### src/logic/lmsb_pkg.sv
`default_nettype none
package lmsb_pkg;

   // bus and word widths
   localparam int ADDR_W     = 8;    // apb byte address width
   localparam int DATA_W     = 32;   // apb data width
   localparam int WORD_W     = 24;   // core register width
   localparam int CNT_W      = 25;   // iteration count, holds 2^24
   localparam int HI_BITS    = 8;    // upper bits touched by compat moves
   localparam int LO_W       = 16;   // bits kept by compat moves
   localparam int REG_ID_W   = 4;    // move source/destination id width

   // system stack geometry
   localparam int STK_DEPTH  = 16;   // frames held in flip-flops
   localparam int PTR_W      = 5;    // stack pointer, counts 0..16
   localparam int IDX_W      = 4;    // frame index width
   localparam logic [PTR_W-1:0] STK_FULL = 5'h10;
   localparam logic [PTR_W-1:0] PTR_ONE  = 5'h01;

   // register byte offsets
   localparam logic [ADDR_W-1:0] OFS_CCW       = 8'h00;
   localparam logic [ADDR_W-1:0] OFS_LOOP_CNT  = 8'h04;
   localparam logic [ADDR_W-1:0] OFS_CMD       = 8'h08;
   localparam logic [ADDR_W-1:0] OFS_REMAIN    = 8'h0C;
   localparam logic [ADDR_W-1:0] OFS_FLAGS     = 8'h10;
   localparam logic [ADDR_W-1:0] OFS_MOVE_CFG  = 8'h14;
   localparam logic [ADDR_W-1:0] OFS_MOVE_DATA = 8'h18;
   localparam logic [ADDR_W-1:0] OFS_MOVE_RES  = 8'h1C;
   localparam logic [ADDR_W-1:0] OFS_MOVE_OLD  = 8'h20;
   localparam logic [ADDR_W-1:0] OFS_WIDE      = 8'h24;

   // core_condition_word bit positions
   localparam int BIT_FV = 16;       // forever_loop_indicator
   localparam int BIT_LF = 15;       // loop_active_bit
   localparam int BIT_DM = 14;       // wide_product_mode
   localparam int BIT_SC = 13;       // narrow_compat_mode

   // command register bits, lowest set bit wins
   localparam int CMD_START     = 0; // start counted loop
   localparam int CMD_FOREVER   = 1; // start endless loop
   localparam int CMD_BODY_END  = 2; // last body instruction reached
   localparam int CMD_EXIT      = 3; // leave the current loop early
   localparam int CMD_INT_ENTRY = 4; // long interrupt entry
   localparam int CMD_RTI       = 5; // return_from_interrupt_op
   localparam int CMD_MAC       = 6; // one multiply/mac issued

   // flags register fields
   localparam int FLG_DEPTH_LSB = 0; // stack depth, PTR_W bits
   localparam int FLG_OVF       = 8; // push on full stack, w1c
   localparam int FLG_UNF       = 9; // pull on empty stack, w1c
   localparam int FLG_SKIP      = 10; // zero count skipped, w1c
   localparam int FLG_WDONE     = 11; // wide sequence complete, w1c
   localparam int FLG_SC_EFF    = 12; // compat mode now in force

   // move config fields
   localparam int MCFG_SRC_LSB  = 0;
   localparam int MCFG_DST_LSB  = 4;
   localparam int MCFG_COMBO    = 8; // designated register combination

   // wide product sequencing
   localparam int WIDE_STEP_W   = 2;
   localparam logic [WIDE_STEP_W-1:0] WIDE_LAST = 2'h3;
   localparam logic [WIDE_STEP_W-1:0] WIDE_ONE  = 2'h1;
   localparam int WIDE_ALTER_BIT = 4;

   // compat mode pipeline latency in instruction cycles
   localparam int SC_DELAY_CYC = 3;

   // loop count constants
   localparam logic [CNT_W-1:0] COMPAT_ZERO_CNT = 25'h0010000;
   localparam logic [CNT_W-1:0] CNT_ONE         = 25'h0000001;

   // move register ids
   localparam logic [REG_ID_W-1:0] ID_LA    = 4'h0;
   localparam logic [REG_ID_W-1:0] ID_LC    = 4'h1;
   localparam logic [REG_ID_W-1:0] ID_SP    = 4'h2;
   localparam logic [REG_ID_W-1:0] ID_SSL   = 4'h3;
   localparam logic [REG_ID_W-1:0] ID_SSH   = 4'h4;
   localparam logic [REG_ID_W-1:0] ID_EP    = 4'h5;
   localparam logic [REG_ID_W-1:0] ID_SZ    = 4'h6;
   localparam logic [REG_ID_W-1:0] ID_VBA   = 4'h7;
   localparam logic [REG_ID_W-1:0] ID_MODE  = 4'h8;
   localparam logic [REG_ID_W-1:0] ID_CCW   = 4'h9;
   localparam logic [REG_ID_W-1:0] ID_OMW   = 4'hA;

   // apb request from the master
   typedef struct packed {
      logic              psel;
      logic              penable;
      logic              pwrite;
      logic [ADDR_W-1:0] paddr;
      logic [DATA_W-1:0] pwdata;
   } lmsb_apb_req_t;

   // apb answer to the master
   typedef struct packed {
      logic              pready;
      logic              pslverr;
      logic [DATA_W-1:0] prdata;
   } lmsb_apb_rsp_t;

   // one system stack frame
   typedef struct packed {
      logic             fv;
      logic             lf;
      logic [CNT_W-1:0] remain;
   } lmsb_frame_t;

endpackage : lmsb_pkg
`default_nettype wire

### src/logic/lmsb_move_trunc.sv
`default_nettype none
module lmsb_move_trunc
   import lmsb_pkg::*;
(
   // mode in force
   input  wire logic                compat,
   // move description
   input  wire logic [REG_ID_W-1:0] src_id,
   input  wire logic [REG_ID_W-1:0] dst_id,
   input  wire logic [WORD_W-1:0]   data,
   input  wire logic [WORD_W-1:0]   old,
   // value that lands in the destination
   output logic      [WORD_W-1:0]   result
);

   logic pcu_src;   // source is a program control register
   logic pcu_dst;   // destination is a program control register
   logic word_src;  // source is a status or mode word
   logic word_dst;  // destination is a status or mode word

   // ids 0 to the mode register id form the program control group
   assign pcu_src  = (src_id <= ID_MODE);
   assign pcu_dst  = (dst_id <= ID_MODE);
   assign word_src = (src_id == ID_CCW) || (src_id == ID_OMW);
   assign word_dst = (dst_id == ID_CCW) || (dst_id == ID_OMW);

   // destination preservation outranks clearing, so a word-to-word
   // move keeps the old upper bits
   always_comb begin
      if (!compat) begin
         result = data;
      end else if (word_dst) begin
         result = {old[WORD_W-1 -: HI_BITS], data[LO_W-1:0]};
      end else if (pcu_src || pcu_dst) begin
         result = {{HI_BITS{1'b0}}, data[LO_W-1:0]};
      end else if (word_src) begin
         result = {{HI_BITS{1'b0}}, data[LO_W-1:0]};
      end else begin
         result = data;
      end
   end

endmodule : lmsb_move_trunc
`default_nettype wire

### src/logic/lmsb_core.sv
// Register access over APB and the address map were chosen for this implementation.
`default_nettype none
// What this block does
// - endless loop start sets forever indicator
// - endless loop end reloads indicator from stack
// - interrupt return restores forever indicator
// - loop active bit enables end-of-body detection
// - loop active bit pushed, reloaded at loop end
// - interrupt return restores loop active bit
// - wide mode chains four multiplies into 96 bits
// - wide mode alters only designated op combinations
// - compat moves via control registers clear top byte, except moves into status words
// - compat moves from status words into non-status registers clear top byte
// - compat moves into status words keep top byte
// - normal mode: zero skips, max runs 2^24-1
// - compat mode: zero runs 2^16 times
// - compat mode change acts three cycles later
module lmsb_core
   import lmsb_pkg::*;
(
   // clock, reset and enable
   input  wire logic          core_clk,
   input  wire logic          rst,
   input  wire logic          ce,
   // apb register port
   input  wire lmsb_apb_req_t apb_req,
   output var  lmsb_apb_rsp_t apb_rsp,
   // mode and loop state toward the core pipeline
   output logic               forever_loop_indicator,
   output logic               loop_active_bit,
   output logic               loop_end_detect_en,
   output logic               wide_product_mode,
   output logic               narrow_compat_mode,
   output logic               wide_alter
);

   // every flip-flop of the block lives in this one struct
   typedef struct packed {
      logic                          fv;       // forever_loop_indicator
      logic                          lf;       // loop_active_bit
      logic                          dm;       // wide_product_mode
      logic                          sc_req;   // compat mode as written
      logic [SC_DELAY_CYC-1:0]       sc_pipe;  // compat mode delay line
      logic [WORD_W-1:0]             loop_cnt; // loop_iteration_counter
      logic [CNT_W-1:0]              remain;   // iterations still to run
      logic [PTR_W-1:0]              ptr;      // frames on the stack
      lmsb_frame_t [STK_DEPTH-1:0]   stack;    // system stack storage
      logic                          ovf;      // sticky overflow
      logic                          unf;      // sticky underflow
      logic                          skip;     // sticky skipped loop
      logic                          wdone;    // sticky wide sequence end
      logic [REG_ID_W-1:0]           src_id;   // move source id
      logic [REG_ID_W-1:0]           dst_id;   // move destination id
      logic                          combo_ok; // designated combination
      logic [WORD_W-1:0]             move_old; // destination before move
      logic [WORD_W-1:0]             move_res; // destination after move
      logic [WIDE_STEP_W-1:0]        wstep;    // wide sequence position
      logic [DATA_W-1:0]             prdata;   // read data, registered
   } lmsb_state_t;

   lmsb_state_t state;       // registered state
   lmsb_state_t next_state;  // value for the next edge

   // bus phase decode
   logic              setup;      // first cycle of a transfer
   logic              access;     // second cycle, answered at once
   logic              wr;         // write that takes effect now
   logic [ADDR_W-1:0] addr;       // byte address, paddr as given
   logic              mapped;     // address hits a register
   logic [DATA_W-1:0] rd_mux;     // read value for the setup cycle
   logic [DATA_W-1:0] wdata;      // write data alias

   // helpers for loops and the stack
   logic              sc_eff;     // compat mode after the delay
   logic [CNT_W-1:0]  eff_cnt;    // decoded iteration count
   logic [LO_W-1:0]   compat_cnt; // low 16 bits of the loop counter
   logic              push_ok;    // room left on the stack
   logic              pop_ok;     // something left to pull
   logic [IDX_W-1:0]  push_idx;   // frame slot for the next push
   logic [IDX_W-1:0]  pop_idx;    // frame slot of the top entry
   lmsb_frame_t       cur_frame;  // flags as they stand now
   logic [WORD_W-1:0] move_out;   // truncated move result

   // the answer comes in the access cycle itself; a low enable
   // stretches it because nothing may be taken while frozen
   assign setup  = apb_req.psel && !apb_req.penable;
   assign access = apb_req.psel && apb_req.penable;
   assign wr     = access && apb_req.pwrite && ce;
   assign addr   = apb_req.paddr;
   assign wdata  = apb_req.pwdata;

   // handshake is combinational, data comes from a flip-flop
   assign apb_rsp.pready  = access && ce;
   assign apb_rsp.pslverr = access && ce && !mapped;
   assign apb_rsp.prdata  = state.prdata;

   // oldest stage of the delay line is the mode in force
   assign sc_eff = state.sc_pipe[SC_DELAY_CYC-1];

   // count decode depends on the mode in force, not the request
   assign compat_cnt = state.loop_cnt[LO_W-1:0];
   always_comb begin
      if (sc_eff) begin
         // zero means a full 2^16 pass in compat mode
         eff_cnt = (compat_cnt == '0) ? COMPAT_ZERO_CNT
                                      : CNT_W'(compat_cnt);
      end else begin
         // zero stays zero and later skips the body
         eff_cnt = CNT_W'(state.loop_cnt);
      end
   end

   // stack pointers; pop_idx wraps at empty but is then never used
   assign push_ok  = (state.ptr != STK_FULL);
   assign pop_ok   = (state.ptr != '0);
   assign push_idx = state.ptr[IDX_W-1:0];
   assign pop_idx  = IDX_W'(state.ptr - PTR_ONE);
   assign cur_frame.fv     = state.fv;
   assign cur_frame.lf     = state.lf;
   assign cur_frame.remain = state.remain;

   // move truncation follows the mode in force
   lmsb_move_trunc u_trunc (
      .compat (sc_eff),
      .src_id (state.src_id),
      .dst_id (state.dst_id),
      .data   (wdata[WORD_W-1:0]),
      .old    (state.move_old),
      .result (move_out)
   );

   // read multiplexer, sampled into prdata during the setup cycle
   always_comb begin
      rd_mux = '0;
      mapped = 1'b1;
      case (addr)
         OFS_CCW: begin
            rd_mux[BIT_FV] = state.fv;
            rd_mux[BIT_LF] = state.lf;
            rd_mux[BIT_DM] = state.dm;
            rd_mux[BIT_SC] = state.sc_req;
         end
         OFS_LOOP_CNT: begin
            rd_mux[WORD_W-1:0] = state.loop_cnt;
         end
         OFS_CMD: begin
            // commands are pulses, nothing to read back
            rd_mux = '0;
         end
         OFS_REMAIN: begin
            rd_mux[CNT_W-1:0] = state.remain;
         end
         OFS_FLAGS: begin
            rd_mux[FLG_DEPTH_LSB +: PTR_W] = state.ptr;
            rd_mux[FLG_OVF]    = state.ovf;
            rd_mux[FLG_UNF]    = state.unf;
            rd_mux[FLG_SKIP]   = state.skip;
            rd_mux[FLG_WDONE]  = state.wdone;
            rd_mux[FLG_SC_EFF] = sc_eff;
         end
         OFS_MOVE_CFG: begin
            rd_mux[MCFG_SRC_LSB +: REG_ID_W] = state.src_id;
            rd_mux[MCFG_DST_LSB +: REG_ID_W] = state.dst_id;
            rd_mux[MCFG_COMBO]               = state.combo_ok;
         end
         OFS_MOVE_DATA: begin
            // write-only trigger, reads as zero
            rd_mux = '0;
         end
         OFS_MOVE_RES: begin
            rd_mux[WORD_W-1:0] = state.move_res;
         end
         OFS_MOVE_OLD: begin
            rd_mux[WORD_W-1:0] = state.move_old;
         end
         OFS_WIDE: begin
            rd_mux[WIDE_STEP_W-1:0]  = state.wstep;
            rd_mux[WIDE_ALTER_BIT]   = state.dm && state.combo_ok;
         end
         default: begin
            // unmapped: zero data and an error answer
            mapped = 1'b0;
         end
      endcase
   end

   // next state: bus writes first, commands after them
   always_comb begin
      next_state = state;
      if (ce) begin
         // delay line advances one stage per instruction cycle
         next_state.sc_pipe = {state.sc_pipe[SC_DELAY_CYC-2:0],
                               state.sc_req};

         // capture read data so prdata is a flop in the access cycle
         if (setup) begin
            next_state.prdata = rd_mux;
         end

         // plain register writes
         if (wr) begin
            case (addr)
               OFS_CCW: begin
                  // only the mode bits are writable; loop flags are
                  // owned by the sequencer below
                  next_state.dm     = wdata[BIT_DM];
                  next_state.sc_req = wdata[BIT_SC];
               end
               OFS_LOOP_CNT: begin
                  next_state.loop_cnt = wdata[WORD_W-1:0];
               end
               OFS_FLAGS: begin
                  // write one to clear; a set below still wins
                  if (wdata[FLG_OVF]) begin
                     next_state.ovf = 1'b0;
                  end
                  if (wdata[FLG_UNF]) begin
                     next_state.unf = 1'b0;
                  end
                  if (wdata[FLG_SKIP]) begin
                     next_state.skip = 1'b0;
                  end
                  if (wdata[FLG_WDONE]) begin
                     next_state.wdone = 1'b0;
                  end
               end
               OFS_MOVE_CFG: begin
                  next_state.src_id   = wdata[MCFG_SRC_LSB +: REG_ID_W];
                  next_state.dst_id   = wdata[MCFG_DST_LSB +: REG_ID_W];
                  next_state.combo_ok = wdata[MCFG_COMBO];
               end
               OFS_MOVE_OLD: begin
                  next_state.move_old = wdata[WORD_W-1:0];
               end
               OFS_MOVE_DATA: begin
                  // the move itself: result seen through move_res
                  next_state.move_res = move_out;
               end
               default: begin
                  // read-only or unmapped: write has no effect
               end
            endcase
         end

         // commands; lowest set bit wins so one frame moves per write
         if (wr && (addr == OFS_CMD)) begin
            if (wdata[CMD_START]) begin
               if (eff_cnt == '0) begin
                  // zero count in normal mode never enters the body
                  next_state.skip = 1'b1;
               end else if (!push_ok) begin
                  next_state.ovf = 1'b1;
               end else begin
                  next_state.stack[push_idx] = cur_frame;
                  next_state.ptr    = state.ptr + PTR_ONE;
                  next_state.lf     = 1'b1;
                  next_state.fv     = 1'b0;
                  next_state.remain = eff_cnt;
               end
            end else if (wdata[CMD_FOREVER]) begin
               if (!push_ok) begin
                  next_state.ovf = 1'b1;
               end else begin
                  // the old indicator goes on the stack for nesting
                  next_state.stack[push_idx] = cur_frame;
                  next_state.ptr    = state.ptr + PTR_ONE;
                  next_state.lf     = 1'b1;
                  next_state.fv     = 1'b1;
                  next_state.remain = '0;
               end
            end else if (wdata[CMD_BODY_END]) begin
               // end detection only works while a loop is active
               if (state.lf && !state.fv) begin
                  if (state.remain > CNT_ONE) begin
                     next_state.remain = state.remain - CNT_ONE;
                  end else if (pop_ok) begin
                     next_state.fv     = state.stack[pop_idx].fv;
                     next_state.lf     = state.stack[pop_idx].lf;
                     next_state.remain = state.stack[pop_idx].remain;
                     next_state.ptr    = state.ptr - PTR_ONE;
                  end else begin
                     next_state.unf = 1'b1;
                  end
               end
            end else if (wdata[CMD_EXIT]) begin
               // early exit; with an interrupt return, the only way out of an endless loop
               if (state.lf && pop_ok) begin
                  next_state.fv     = state.stack[pop_idx].fv;
                  next_state.lf     = state.stack[pop_idx].lf;
                  next_state.remain = state.stack[pop_idx].remain;
                  next_state.ptr    = state.ptr - PTR_ONE;
               end else if (state.lf) begin
                  next_state.unf = 1'b1;
               end
            end else if (wdata[CMD_INT_ENTRY]) begin
               // long interrupt saves the loop context unchanged
               if (push_ok) begin
                  next_state.stack[push_idx] = cur_frame;
                  next_state.ptr = state.ptr + PTR_ONE;
               end else begin
                  next_state.ovf = 1'b1;
               end
            end else if (wdata[CMD_RTI]) begin
               if (pop_ok) begin
                  next_state.fv     = state.stack[pop_idx].fv;
                  next_state.lf     = state.stack[pop_idx].lf;
                  next_state.remain = state.stack[pop_idx].remain;
                  next_state.ptr    = state.ptr - PTR_ONE;
               end else begin
                  next_state.unf = 1'b1;
               end
            end else if (wdata[CMD_MAC]) begin
               // only designated combinations advance the sequence;
               // other operations run as normal arithmetic
               if (state.dm && state.combo_ok) begin
                  next_state.wstep = state.wstep + WIDE_ONE;
                  if (state.wstep == WIDE_LAST) begin
                     next_state.wdone = 1'b1;
                  end
               end
            end
         end

         // leaving wide mode abandons a half-done sequence
         if (!state.dm) begin
            next_state.wstep = '0;
         end
      end
   end

   // single register stage, synchronous reset clears everything
   always_ff @(posedge core_clk) begin
      if (rst) begin
         state <= '0;
      end else begin
         state <= next_state;
      end
   end

   // core-facing outputs straight from the state
   assign forever_loop_indicator = state.fv;
   assign loop_active_bit        = state.lf;
   assign loop_end_detect_en     = state.lf;
   assign wide_product_mode      = state.dm;
   assign narrow_compat_mode     = sc_eff;
   assign wide_alter             = state.dm && state.combo_ok;

endmodule : lmsb_core
`default_nettype wire

### config.mk
export PLATFORM = sky130hd
export DESIGN_NAME = lmsb_core
export DESIGN_NICKNAME = d
export VERILOG_FILES = /design/src/logic/lmsb_pkg.sv /design/src/logic/lmsb_move_trunc.sv /design/src/logic/lmsb_core.sv
export SDC_FILE = /design/constraint.sdc
export NUM_CORES = 2
export LEC_CHECK = 0
export BUFFER_PORTS_ARGS = -buffer_cell sky130_fd_sc_hd__buf_4
export CAP_MARGIN = 20
export CORE_MARGIN = 8
export CORE_UTILIZATION = 51
export DETAILED_ROUTE_END_ITERATION = 16
export PLACE_DENSITY = 0.73
export REMOVE_ABC_BUFFERS = 1
export SETUP_SLACK_MARGIN = 0.15
export SYNTH_ARGS = -nofsm -noshare
export SYNTH_HDL_FRONTEND = slang
export SYNTH_SLANG_ARGS = --single-unit
### constraint.sdc
create_clock -name core_clk -period 9.9 [get_ports core_clk]
set_input_delay 1.485 -clock core_clk [delete_from_list [all_inputs] [get_ports core_clk]]
set_output_delay 1.485 -clock core_clk [all_outputs]
set_load 0.1 [all_outputs]
==> metrics.log <==
INFO  metric timing.setup.tns = 0 ps
INFO  metric most_numerous_cell_on_the_critical_path = buf_4
INFO  metric placed_cells = between 3000 and 4000
INFO  metric final.period_utilization = 0.4695
INFO  metric distinct_cell_type_count_of_the_synthesized_netlist = 84
INFO  metric grt_antenna_before_repair = 0
INFO  metric synth_cells = 3219
INFO  metric sink_count_of_the_clock_tree = 581
INFO  metric ys_dominant_reg_cell = dfxtp_1
INFO  metric tightest_slew = around 1100 ps
INFO  metric die_y = 244.6 um
INFO  metric drive_gt1_frac = 0.1193
INFO  metric highest_metal_layer_used_by_the_detailed_router = met4
INFO  metric pwr-share-comb = 0.033
INFO  metric worstPathCellList = buf_4 > or4_1 > or3_1 > nor3_4 > buf_4 > nand3_1 > buf_4 > nand2_1 > a21oi_1
INFO  metric synth-seq-area-share = 0.4362
INFO  metric instances_no_fill = between 3000 and 4000
INFO  metric grt_util_all_layers = 0.2775
INFO  metric seq_power_share = 0.504
INFO  metric cpLargestDelayFamily = simple AND/OR/NAND/NOR gates
INFO  metric worstPathBufferInverterCount = 3
INFO  metric count_of_buffers_inserted_at_the_top_level_ports = 70
INFO  metric p_int = about 0.0036 W
INFO  metric setup_viol = 0
INFO  metric cts.root.buffer_cell = clkbuf_16
INFO  metric ir_drop = 0.0001371 V
INFO  metric fmaxAchievable = 215.1 MHz
INFO  metric wl_per_cell = 22.67 um
INFO  metric synth_seq_cells = 581
INFO  metric drt-vias-per-instance = 6.372
INFO  metric fin_skew = 16.40 ps
INFO  metric worst-endpoint-arrival = 5120 ps
INFO  metric combined_area_of_all_synthesized_cells = 26660 um2
INFO  metric maximum_number_of_pins_on_one_net_before_global_route_repair = 241
INFO  metric die_area = ~60000 um2
INFO  metric clkLatencyLatePin = 640 ps
INFO  metric std_cell_rows = 84
INFO  metric num_io_pins = 86
INFO  metric period_minus_slack = 4648 ps
INFO  metric totalWireLength = 86.07 mm
INFO  metric die_width = ~240 um
INFO  metric postSynthAreaPerCell = 8.283 um2
INFO  metric layout_common_cells = 1040 x nand2_1, 580 x dfxtp_1, 494 x a21oi_1, 119 x mux4_2, 117 x buf_4
INFO  metric detailedRoute.firstIterationViolations = 3075
INFO  metric power.switching_fraction = 0.2300
INFO  metric antenna_left = 0
INFO  metric worst-r2r-setup-slack = roughly 5300 ps
INFO  metric routabilityCongestion = 0.9359
INFO  metric drv_slew = 0
INFO  metric synth_edf_count = 0
INFO  metric library_cell_contributing_the_largest_single_delay_on_the_critical_path = nand3_1
INFO  metric power_per_cell_area = 161.4 nW/um2
INFO  metric fin_total_pwr = 0.004649 W
INFO  metric drc_errors = 0
INFO  metric critical_path.startpoint_type = primary input
INFO  metric detailroute.wirelength.met3 = 8.883 mm
INFO  metric cts_tree = yes
INFO  metric number_of_gates_resized_after_cts = 0
INFO  metric ctsLongestPathBuffers = 3
INFO  metric hold_viol_final = 0
INFO  metric finalNetCount = around 3100
INFO  metric power.static_leakage = 9.103 nW
INFO  metric mostFrequentLayoutCell = nand2_1
INFO  metric placeableCoreArea = 52130 um2
INFO  metric drt_pre_antenna_iters = 9
INFO  metric grt_pass1_vias = 23590
INFO  metric synth.area.top_cells = dfxtp_1 44%, nand2_1 15%, mux4_2 10%
INFO  metric worstPathRequired = 10370 ps
INFO  metric synthArstFlopShare = 0
INFO  metric outcome = finished, final reports clean
INFO  metric diodes = 0
INFO  metric ctsHtreeMaxLevel = 2
INFO  metric cp_slowest_stage_delay = 810 ps
INFO  metric unrepaired_setup_endpoints_after_global_routing = false
INFO  metric crit_path_end_kind = flop
INFO  metric routed_length_on_met2 = 40.87 mm
INFO  metric grt_pass1_wl = about 130 mm
INFO  metric timing.hold.worst.class = flop to flop
INFO  metric postCtsSetupRepairBufs = 0
INFO  metric synth.yosys.warnings = 0
INFO  metric routedLengthMet1 = 32.22 mm
INFO  metric route.vias.total = between 20000 and 25000
INFO  metric highest_net_fanout_along_the_worst_path = 37
INFO  metric synth_top_area_cell = dfxtp_1
INFO  metric hold_buffers = 0
INFO  metric numCtsBuffers = between 50 and 60
INFO  metric initial_utilization = 0.5114
INFO  metric relSlewSlack = 0.2370
INFO  metric dpl.hpwl = 51.93 mm
INFO  metric criticalPathCategory = primary input to flop
INFO  metric area_delta_synth_final = 8.025%
INFO  metric worst_setup_hold_path_clk_slew = 60 ps
INFO  metric drv_cap = 0
INFO  metric grt_overflow_total = 0
INFO  metric p_sw = between 0.001 and 0.0015 W
INFO  metric synth_largest_type_area_fraction = 0.4362
INFO  metric power.share.clock = 0.462
-- logic make-up (layout without fill, tap and decap cells) --
| kind of cell | Yosys count | in the layout | share of synthesized area |
|---|---|---|---|
| compound gates | 765 | 765 | 0.1694 |
| mux | 143 | 143 | 0.1096 |
| other cells | 1 | 7 | 0.0001407 |
| buf+inv | 349 | 233 | 0.06171 |
| flops | 581 | 581 | 0.4362 |
| xor+xnor | 16 | 16 | 0.005256 |
| simple gates | 1357 | 1357 | 0.2143 |
| fa+ha+maj | 7 | 7 | 0.003285 |
-- power by group through the flow --
| stage | clock network, W | logic (W) | registers (W) |
|---|---|---|---|
| 2_1_floorplan | 0 | 0.0000445 | 0.00242 |
| 3_3_place_gp | 0 | 0.000150 | 0.00240 |
| 3_5_place_dp | 0 | 0.000151 | 0.00240 |
| 4_1_cts | 0.00217 | 0.000152 | 0.00234 |
| 5_1_grt | 0.00226 | 0.000163 | 0.00234 |
| 6_report | 0.00215 | 0.000154 | 0.00234 |
-- sequential cells by signal, indices dropped and copies added (netlist names) --
register and flops:
apb_rsp 25, compat_cnt 16, cur_frame 25, forever_loop_indicator 1
loop_active_bit 1, narrow_compat_mode 1, push_idx 4, state 507
wide_product_mode 1
-- cell usage after synthesis (all sizes together) (4+ instances only) --
master,instances
a222oi,14
mux2i,22
o31ai,5
nand2,1040
nand2b,10
nor3,45
xor2,5
o211ai,9
or4,4
a311oi,7
a21oi,497
o21bai,8
ha,7
a21o,6
and2,13
nor3b,5
a211oi,27
inv,10
o21ai,63
nand3b,21
buf,158
a221oi,33
nor2b,5
a22oi,33
nand3,50
mux4,119
clkbuf,180
a32oi,7
a31oi,10
nand4,5
and3,18
nor4,17
or3,6
nor2,102
dfxtp,581
xnor2,11
a22o,9
-- metrics by stage --
stage / hold slack (ps) / utilization / setup WS, ps / cell area, um2
final: 445.9 / 0.5525 / 5252 / 28800
after global placement: 428.9 / 0.5171 / 4850 / 26960
after floorplan: 419.8 / - / 502.9 / 25080
after global routing: 464.8 / 0.5525 / 5111 / 28800
after CTS: 448.5 / 0.5523 / 5245 / 28790
after detailed placement: 438.9 / 0.5172 / 4764 / 26960
-- routing by layer --
metal  vias up  global-route usage
met5         -                   0
met4         0              0.1490
met3       301             0.04663
met2      1412              0.4603
met1     11700              0.3439
li1      10780                   -
-- final cells by class --
| class | count | area (um2) |
|---|---|---|
| inverters | 11 | 41.29 |
| flip-flops and latches | 581 | 11630 |
| clock inverters | 16 | 178.9 |
| well taps | 688 | 860.8 |
| repair buffers | 122 | 943.4 |
| clock buffers | 84 | 1649 |
| fillers | 4551 | 23330 |
| multi-input cells | 2295 | 13490 |
-- final timing paths --
check / start / end / cells after the start
worst max-delay path: apb_req[36] / state[312] / 9
worst min-delay path: state[285] / state[285] / 2
worst max register to register: push_idx[0] / cur_frame[12] / 10
worst min register to register: state[285] / state[285] / 2
-- tightest hold or removal path: stages (launching register included) --
cell	delay, ps
dfxtp_1	300
nand2_1	50
o21ai_1	50
Note: power is estimated with default switching activity, not from simulation.
